## src/pkg/mf_route_pkg.sv

```systemverilog
// Constants, register map and source bundle for the multifunction pin router.
package mf_route_pkg;

    // ==========================================================
    // Geometry
    localparam int MF_PINS = 7;
    localparam int FIELD_W = 4;
    localparam int IRQ_W = 16;
    localparam int GP_W = 5;

    // ==========================================================
    // Register map (byte addresses on a 32-bit APB)
    localparam logic [11:0] ROUTE_ADDR = 12'h08c;
    localparam logic [11:0] PIN_STATE_ADDR = 12'h0a0;
    localparam logic [31:0] ROUTE_RESET = 32'h0000_1000;
    localparam logic [31:0] ROUTE_WMASK = 32'h0fff_ffff;
    localparam int STATE_DRIVE_LSB = 8;

    // ==========================================================
    // Field codes for general-purpose input, general-purpose output and the alternate function
    localparam logic [3:0] CODE_GP_IN = 4'h0;
    localparam logic [3:0] CODE_GP_OUT = 4'h1;
    localparam logic [3:0] CODE_ALT = 4'h2;

    // Drive and level pair returned by the decoder; drive low leaves the pin undriven.
    localparam logic [1:0] UNDRIVEN = 2'b00;

    // ==========================================================
    // Internal signals that may be routed to a terminal
    typedef struct packed {
        logic [IRQ_W-1:0] irq;
        logic [GP_W-1:0] gp_out;
        logic clkrun;
        logic serial_irq;
        logic inta;
        logic intc;
        logic dma_request;
        logic zv_status;
        logic zv_select0;
        logic card_audio_pwm;
        logic link_led;
        logic socket_led_a1;
        logic socket_led_a2;
        logic socket_led;
        logic gp_event;
        logic ring_out;
        logic out_a;
    } src_type;

endpackage : mf_route_pkg

```

## src/pkg/route_sel_if.sv

```systemverilog
// Carrier between the router and its per-terminal decoder.
`timescale 1ns/1ps
interface route_sel_if import mf_route_pkg::*; ();
    logic [FIELD_W-1:0] code [MF_PINS];
    src_type src;
    logic [MF_PINS-1:0] drive;
    logic [MF_PINS-1:0] level;

    modport owner (output code, output src, input drive, input level);
    modport decoder (input code, input src, output drive, output level);
endinterface : route_sel_if

```

## src/hw/route_decode.sv

```systemverilog
// Combinational decode of each routing field into drive enable and level.
`timescale 1ns/1ps
module route_decode import mf_route_pkg::*; (
    // Field codes in, terminal drive out
    route_sel_if.decoder rs
);

    // ==========================================================
    // Decode table
    // Most codes at or above 4 pick the IRQ of the same number, so that is
    // the starting value and only the exceptions are listed.
    function automatic logic [1:0] route_fn(input int unsigned p, input logic [3:0] c,
                                            input src_type s);
        logic [1:0] r;
        r = {1'b1, s.irq[c]};
        case (p)
            6: begin
                case (c)
                    4'h0: r = UNDRIVEN;
                    4'h1: r = {1'b1, s.clkrun};
                    4'h2: r = {1'b1, s.irq[2]};
                    4'h3: r = UNDRIVEN;
                    default: r = r;
                endcase
            end
            5: begin
                case (c)
                    4'h1: r = {1'b1, s.gp_out[4]};
                    4'h0, 4'h2, 4'h3, 4'h7: r = UNDRIVEN;
                    4'h6: r = {1'b1, s.zv_status};
                    4'h8: r = {1'b1, s.card_audio_pwm};
                    4'hb: r = {1'b1, s.link_led};
                    4'hc: r = {1'b1, s.socket_led_a1};
                    4'hd: r = {1'b1, s.socket_led};
                    4'he: r = {1'b1, s.gp_event};
                    default: r = r;
                endcase
            end
            4: begin
                case (c)
                    4'h1: r = {1'b1, s.gp_out[3]};
                    4'h0, 4'h2, 4'h3, 4'h7, 4'ha: r = UNDRIVEN;
                    4'h6: r = {1'b1, s.zv_status};
                    4'h8: r = {1'b1, s.card_audio_pwm};
                    4'hc: r = {1'b1, s.ring_out};
                    4'hd: r = {1'b1, s.socket_led};
                    4'he: r = {1'b1, s.gp_event};
                    default: r = r;
                endcase
            end
            3: begin
                case (c)
                    4'h0, 4'h3: r = UNDRIVEN;
                    4'h1: r = {1'b1, s.serial_irq};
                    4'h2: r = {1'b1, s.irq[2]};
                    default: r = r;
                endcase
            end
            2: begin
                case (c)
                    4'h0, 4'h3: r = UNDRIVEN;
                    4'h1: r = {1'b1, s.gp_out[2]};
                    4'h2: r = {1'b1, s.dma_request};
                    4'h6: r = {1'b1, s.zv_status};
                    4'h7: r = {1'b1, s.zv_select0};
                    4'h8: r = {1'b1, s.card_audio_pwm};
                    4'hb: r = {1'b1, s.intc};
                    4'hc: r = {1'b1, s.ring_out};
                    4'hd: r = {1'b1, s.out_a};
                    4'he: r = {1'b1, s.gp_event};
                    4'hf: r = {1'b1, s.irq[7]};
                    default: r = r;
                endcase
            end
            1: begin
                case (c)
                    4'hc: r = {1'b1, s.socket_led_a1};
                    4'hd: r = {1'b1, s.socket_led_a2};
                    4'he: r = {1'b1, s.gp_event};
                    4'hf: r = {1'b1, s.irq[15]};
                    default: r = UNDRIVEN;
                endcase
            end
            0: begin
                case (c)
                    4'h0: r = UNDRIVEN;
                    4'h1: r = {1'b1, s.gp_out[0]};
                    4'h2: r = {1'b1, s.inta};
                    4'h6: r = {1'b1, s.zv_status};
                    4'h7: r = {1'b1, s.zv_select0};
                    4'h8: r = {1'b1, s.card_audio_pwm};
                    4'hc: r = {1'b1, s.socket_led_a1};
                    4'hd: r = {1'b1, s.socket_led_a2};
                    4'he: r = {1'b1, s.gp_event};
                    default: r = r;
                endcase
            end
            default: r = UNDRIVEN;
        endcase
        return r;
    endfunction : route_fn

    // ==========================================================
    // One decoder per terminal
    for (genvar p = 0; p < MF_PINS; p++) begin : g_pin
        always_comb begin
            {rs.drive[p], rs.level[p]} = route_fn(p, rs.code[p], rs.src);
        end
    end

endmodule : route_decode

```

## src/hw/mf_pin_router.sv

```systemverilog
// Multifunction terminal router with its routing register on APB.
//
// Added by the designer: the register addresses and the APB slave port.
`timescale 1ns/1ps
module mf_pin_router import mf_route_pkg::*; (
    // Clock and resets
    input wire logic clk,
    input wire logic sys_rst,
    input wire logic global_reset_n,
    // APB slave
    input wire logic psel,
    input wire logic penable,
    input wire logic pwrite,
    input wire logic [11:0] paddr,
    input wire logic [31:0] pwdata,
    input wire logic [3:0] pstrb,
    output logic [31:0] prdata,
    output logic pready,
    output logic pslverr,
    // Serial EEPROM loader
    input wire logic eeprom_load,
    input wire logic [31:0] eeprom_data,
    // Internal sources
    input wire logic [IRQ_W-1:0] irq,
    input wire logic gp_output_0,
    input wire logic gp_output_2,
    input wire logic gp_output_3,
    input wire logic gp_output_4,
    input wire logic pci_clkrun,
    input wire logic serial_irq,
    input wire logic inta,
    input wire logic intc,
    input wire logic dma_request,
    input wire logic zv_status,
    input wire logic zv_select0,
    input wire logic card_audio_pwm,
    input wire logic link_led,
    input wire logic socket_led_a1,
    input wire logic socket_led_a2,
    input wire logic socket_led,
    input wire logic gp_event,
    input wire logic ring_out,
    input wire logic out_a,
    // Captured terminal inputs
    output logic gp_input_0,
    output logic gp_input_2,
    output logic gp_input_3,
    output logic gp_input_4,
    output logic dma_grant,
    output logic pci_lock,
    // Multifunction terminals
    input wire logic [MF_PINS-1:0] mf_pin_i,
    output logic [MF_PINS-1:0] mf_pin_o,
    output logic [MF_PINS-1:0] mf_pin_oe_n
);

    route_sel_if rs ();

    logic [31:0] route_q;
    logic [MF_PINS-1:0] pin_meta_q;
    logic [MF_PINS-1:0] pin_sync_q;
    logic access;
    logic wr_route;
    logic [31:0] byte_mask;

    // ==========================================================
    // Routing register
    // Asynchronous load of ROUTE_RESET from the global reset pin only, so a bus or sys
    // reset keeps the routing the board depends on; sys_rst still floats every terminal driver while it is held.
    assign access = psel && penable && pready;
    assign wr_route = access && pwrite && (paddr == ROUTE_ADDR);
    assign byte_mask = {{8{pstrb[3]}}, {8{pstrb[2]}}, {8{pstrb[1]}}, {8{pstrb[0]}}};

    always_ff @(posedge clk or negedge global_reset_n) begin
        if (!global_reset_n) begin
            route_q <= ROUTE_RESET;
        end else if (eeprom_load) begin
            route_q <= eeprom_data & ROUTE_WMASK;
        end else if (wr_route) begin
            route_q <= ((route_q & ~byte_mask) | (pwdata & byte_mask)) & ROUTE_WMASK;
        end
    end

    // ==========================================================
    // APB slave: one wait-free access cycle after setup.
    always_ff @(posedge clk or posedge sys_rst) begin
        if (sys_rst) begin
            pready <= 1'b0;
            pslverr <= 1'b0;
            prdata <= 32'h0000_0000;
        end else if (psel && !penable) begin
            pready <= 1'b1;
            pslverr <= (paddr != ROUTE_ADDR) && (paddr != PIN_STATE_ADDR);
            if (pwrite) begin
                prdata <= 32'h0000_0000;
            end else if (paddr == ROUTE_ADDR) begin
                prdata <= route_q;
            end else if (paddr == PIN_STATE_ADDR) begin
                prdata <= {17'h0_0000, ~mf_pin_oe_n, 1'b0, pin_sync_q};
            end else begin
                prdata <= 32'h0000_0000;
            end
        end else begin
            pready <= 1'b0;
            pslverr <= 1'b0;
        end
    end

    // ==========================================================
    // Terminal input synchroniser
    always_ff @(posedge clk or posedge sys_rst) begin
        if (sys_rst) begin
            pin_meta_q <= '0;
            pin_sync_q <= '0;
        end else begin
            pin_meta_q <= mf_pin_i;
            pin_sync_q <= pin_meta_q;
        end
    end

    // ==========================================================
    // Decode and source bundle
    for (genvar p = 0; p < MF_PINS; p++) begin : g_code
        assign rs.code[p] = route_q[p*FIELD_W +: FIELD_W];
    end

    assign rs.src = '{irq: irq,
                      gp_out: {gp_output_4, gp_output_3, gp_output_2, 1'b0, gp_output_0},
                      clkrun: pci_clkrun, serial_irq: serial_irq, inta: inta, intc: intc,
                      dma_request: dma_request, zv_status: zv_status,
                      zv_select0: zv_select0, card_audio_pwm: card_audio_pwm,
                      link_led: link_led, socket_led_a1: socket_led_a1,
                      socket_led_a2: socket_led_a2, socket_led: socket_led,
                      gp_event: gp_event, ring_out: ring_out, out_a: out_a};

    route_decode u_decode (
        .rs(rs)
    );

    // ==========================================================
    // Terminal drivers, registered so every pin changes on a clock edge, or at once when sys_rst rises.
    always_ff @(posedge clk or posedge sys_rst) begin
        if (sys_rst) begin
            mf_pin_o <= '0;
            mf_pin_oe_n <= '1;
        end else begin
            mf_pin_o <= rs.level & rs.drive;
            mf_pin_oe_n <= ~rs.drive;
        end
    end

    // ==========================================================
    // Input functions; a function not routed reads as zero.
    always_ff @(posedge clk or posedge sys_rst) begin
        if (sys_rst) begin
            gp_input_0 <= 1'b0;
            gp_input_2 <= 1'b0;
            gp_input_3 <= 1'b0;
            gp_input_4 <= 1'b0;
            dma_grant <= 1'b0;
            pci_lock <= 1'b0;
        end else begin
            gp_input_0 <= (rs.code[0] == CODE_GP_IN) && pin_sync_q[0];
            gp_input_2 <= (rs.code[2] == CODE_GP_IN) && pin_sync_q[2];
            gp_input_3 <= (rs.code[4] == CODE_GP_IN) && pin_sync_q[4];
            gp_input_4 <= (rs.code[5] == CODE_GP_IN) && pin_sync_q[5];
            dma_grant <= (rs.code[5] == CODE_ALT) && pin_sync_q[5];
            pci_lock <= (rs.code[4] == CODE_ALT) && pin_sync_q[4];
        end
    end

    // ==========================================================
    // Checks
    // The pin flops are still held at the edge that releases sys_rst, so the
    // checks that expect a driven terminal start only from an edge at which reset was already low.
    a_rsvd_reads_zero: assert property (@(posedge clk) disable iff (sys_rst)
        psel && !penable && !pwrite && paddr == ROUTE_ADDR |=> prdata[31:28] == 4'h0)
        else $error("reserved routing bits read nonzero");
    a_pin6_irq_route: assert property (@(posedge clk) disable iff (sys_rst)
        !sys_rst && route_q[27:24] >= 4'h4 |=>
            !mf_pin_oe_n[6] && mf_pin_o[6] == $past(irq[route_q[27:24]]))
        else $error("terminal 6 does not carry the selected IRQ");
    a_pin5_link_led: assert property (@(posedge clk) disable iff (sys_rst)
        !sys_rst && route_q[23:20] == 4'hb |=> !mf_pin_oe_n[5] && mf_pin_o[5] == $past(link_led))
        else $error("terminal 5 does not carry link LED");
    a_pin4_rsvd_float: assert property (@(posedge clk) disable iff (sys_rst)
        route_q[19:16] == 4'ha || route_q[19:16] == 4'h7 |=> mf_pin_oe_n[4])
        else $error("terminal 4 driven on reserved code");
    a_pin3_serial_irq: assert property (@(posedge clk) disable iff (sys_rst)
        !sys_rst && route_q[15:12] == 4'h1 |=> !mf_pin_oe_n[3] && mf_pin_o[3] == $past(serial_irq))
        else $error("terminal 3 does not carry serial irq");
    a_pin2_irq7: assert property (@(posedge clk) disable iff (sys_rst)
        !sys_rst && route_q[11:8] == 4'hf |=> !mf_pin_oe_n[2] && mf_pin_o[2] == $past(irq[7]))
        else $error("terminal 2 does not carry IRQ7");
    a_pin1_gp_event: assert property (@(posedge clk) disable iff (sys_rst)
        !sys_rst && route_q[7:4] == 4'he |=> !mf_pin_oe_n[1] && mf_pin_o[1] == $past(gp_event))
        else $error("terminal 1 does not carry general event");
    a_pin0_inta: assert property (@(posedge clk) disable iff (sys_rst)
        !sys_rst && route_q[3:0] == 4'h2 |=> !mf_pin_oe_n[0] && mf_pin_o[0] == $past(inta))
        else $error("terminal 0 does not carry INTA");
    a_route_keeps_sysrst: assert property (@(posedge clk) disable iff (!global_reset_n)
        sys_rst && !eeprom_load |=> $stable(route_q))
        else $error("routing register changed under sys reset");
    a_route_reset_val: assert property (@(posedge clk)
        !global_reset_n ##1 !global_reset_n |-> route_q == ROUTE_RESET)
        else $error("routing register not at reset value");
    a_eeprom_load_val: assert property (@(posedge clk) disable iff (!global_reset_n)
        eeprom_load |=> route_q == ($past(eeprom_data) & ROUTE_WMASK))
        else $error("EEPROM value not loaded");
    a_gp_in_float: assert property (@(posedge clk) disable iff (sys_rst)
        route_q[3:0] == CODE_GP_IN ##1 route_q[3:0] == CODE_GP_IN |-> mf_pin_oe_n[0])
        else $error("terminal 0 driven while configured as input");

endmodule : mf_pin_router

```

## config.mk

```make
export PLATFORM = sky130hd
export DESIGN_NAME = mf_pin_router
export DESIGN_NICKNAME = d
export VERILOG_FILES = /design/src/pkg/mf_route_pkg.sv /design/src/pkg/route_sel_if.sv /design/src/hw/route_decode.sv /design/src/hw/mf_pin_router.sv
export SDC_FILE = /design/constraint.sdc
export NUM_CORES = 1
export LEC_CHECK = 0
export BUFFER_PORTS_ARGS = -buffer_cell sky130_fd_sc_hd__clkbuf_2
export CAP_MARGIN = 20
export CORE_MARGIN = 2
export CORE_UTILIZATION = 49
export DETAILED_ROUTE_END_ITERATION = 12
export GPL_TIMING_DRIVEN = 0
export MAX_ROUTING_LAYER = met4
export PLACE_DENSITY = 0.84
export SLEW_MARGIN = 20
export SYNTH_ARGS = -nofsm -noshare
export SYNTH_HDL_FRONTEND = slang
export SYNTH_SLANG_ARGS = --single-unit
```

## constraint.sdc

```tcl
create_clock -name clk -period 2 [get_ports clk]
set_input_delay 0.2 -clock clk [delete_from_list [all_inputs] [get_ports clk]]
set_output_delay 0.2 -clock clk [all_outputs]
set_load 0.02 [all_outputs]
```

==> metrics.txt <==
Nets=718; commonest non-fill, non-tap cells in the layout=clkbuf_2 (169), dfrtp_1 (84), nand2_1 (43); Seq cells post-synth=slightly above 90; number of remaining DRC errors=0; Reg2Reg Setup Slack=0.06 ns; worst clock skew=0.0118 ns; Worst Tran Pin Value=0.709 ns; Placeable Area=9240 µm²; Max Cap Violations=0; CP Launch Type=flip-flop; DRT antenna net count=0; Finished Cell Area=between 5000 and 6000 µm²; Die ar.=10300 µm²; RSZ-0062 raised after global routing=no; Post-DP Area=about 5700 µm²; cells on worst reg2reg path=5; CTS sink cnt=92; asr flop ratio synth=1.00; number of library cell types mapped by synthesis=51; die width=102 µm; maximum VDD drop=0.000372 V; Worst Path Max Fanout=10; Clock Latency Late Sink=0.36 ns; setup violators final=0; sequential fraction of the synthesis area=0.494; PD cells=695 nW/µm²; GPL Wtd Cong=0.932; main flop type after synthesis=dfrtp_1; CP Data Arrival Time=2.19 ns; reg-to-reg endpoint=mf_pin_o[0]; Post-CTS Resized=0; worst hold path type=in -> reg; Lkg Pwr=2.85 nW; root buf cell=clkbuf_8; initial antenna violation count=0; Via density=~5.5; Slew HR=0.523; DR iter-0 viols=~360; Post-synth EDFFs=0; crit path time final=1.94 ns; first-pass GRT wire length=19.4 mm; Req. time, crit path=2.25 ns; number of global-route vias before repair=3959; synth warn=0; Pre-antenna DRT Iters=5; Slew Viols, Final=0; layout cell share with drive strength beyond 1=0.424; Crit Path Class=reg -> reg; Syn Inst Count=397; Port Buffer Count=169; syn_area_per_cell=11.8 µm²; CTS tree=built; post-CTS setup buffer count=0; Vias=3960; Max Freq=516 MHz; commonest non-fill, non-tap cell in the layout=clkbuf_2; clock buffer depth=2; top cell type's share of synthesized area=0.449; H-tree depth=3; CP Capture Type=flip-flop; clk slew on worst S/H paths=0.09 ns; hold path cells=2; final wirelength=12.8 mm; Synth-to-Final Area Change=28.1%; largest net degree at the start of global routing=34; largest cells by area after synthesis=dfrtp_1 (45%), mux2_2 (7.5%), mux2_1 (6.7%); Remaining Overflow, GRT=0; Final Hold Viols=0; DP Wirelength=10.2 mm; CTS Buf Count=9; routed len/inst=17.8 µm; Synth area leader=dfrtp_1; Hold Crit Start=eeprom_data[3]; Final Cycle Share=0.968; status=completed; # diodes=0; GRT Overall Usage=0.256; Die Y=102 µm; # rows=35; synthesized area=roughly 4700 µm²; Pwr Total=4.16 mW; Initial Util=0.506; Top Ports=183
[synth_stat cells, types with 8 or more instances]
master	number
mux2_2	31
dfrtp_1	84
nor2b_1	10
mux4_2	14
a22oi_1	8
a22o_1	16
nor2_1	15
mux2_1	28
nand2_1	43
dfstp_2	8
o21ai_0	10
clkbuf_1	22
inv_1	10
o211ai_1	9
a21oi_1	11
[how the worst max path moves through the flow]
stage                        to  cells after the start
floorplan           mf_pin_o[3]                      3
global placement    mf_pin_o[6]                      2
detailed placement  mf_pin_o[3]                      3
CTS                 mf_pin_o[2]                      6
global route        mf_pin_o[0]                      7
finish              mf_pin_o[0]                      5
[worst max-delay path, cell delays in order (launching register included)]
cell and delay, ns:
dfrtp_1 0.37, clkbuf_1 0.21, clkbuf_1 0.29, nor4_1 0.69
a31oi_1 0.07, and3_1 0.21
[metal layers]
metal,share of wire,GRT usage,vias up
li1,-,-,1829
met1,0.41,0.316,1881
met2,0.48,0.410,207
met3,0.068,0.0400,43
met4,0.039,0.128,0
met5,0,-,-
[what timing repair did]
item | in CTS | in global routing
hold buffers | 9 | 0
setup endpoints to repair | 1 | 0
endpoints found under the hold margin | 64 | 0
[report_power, final]
part | leakage [nW] | total, mW | switching [mW] | internal, mW
Sequential | 1.15 | 2.09 | 0.0993 | 1.99
Clock | 0.0866 | 1.19 | 0.615 | 0.578
Combinational | 1.62 | 0.876 | 0.459 | 0.417
[metrics by stage]
step,hold WS (ns),TNS [ns],utilization,worst slack [ns],cells
floorplan,-0.0956,0,-,0.128,400
global placement,0.266,-24.42,0.617,-0.433,698
detailed placement,0.229,-0.0204,0.619,-0.00757,699
CTS,0.0619,0,0.648,0.106,723
global route,0.0641,0,0.648,0.0181,723
finish,0.0745,0,0.648,0.0634,723
[kinds of logic after synthesis]
| kind of cell | Yosys count | share of synthesized area |
|---|---|---|
| xor+xnor | 2 | 0.00375 |
| other cells | 1 | 0.000802 |
| simple gates | 108 | 0.128 |
| compound gates | 73 | 0.110 |
| buf+inv | 41 | 0.0382 |
| flops | 92 | 0.494 |
| mux | 80 | 0.224 |
[area by class of cell]
class	instances	area, µm²
Fill cell	739	3250
Multi-Input combinational cell	267	2200
Inverter	10	40.0
Clock buffer	12	135
Sequential cell	92	2310
Timing Repair Buffer	179	956
Tap cell	129	161
Clock inverter	4	50.0
Buffer	30	138
(Power assumes the default switching activity.)
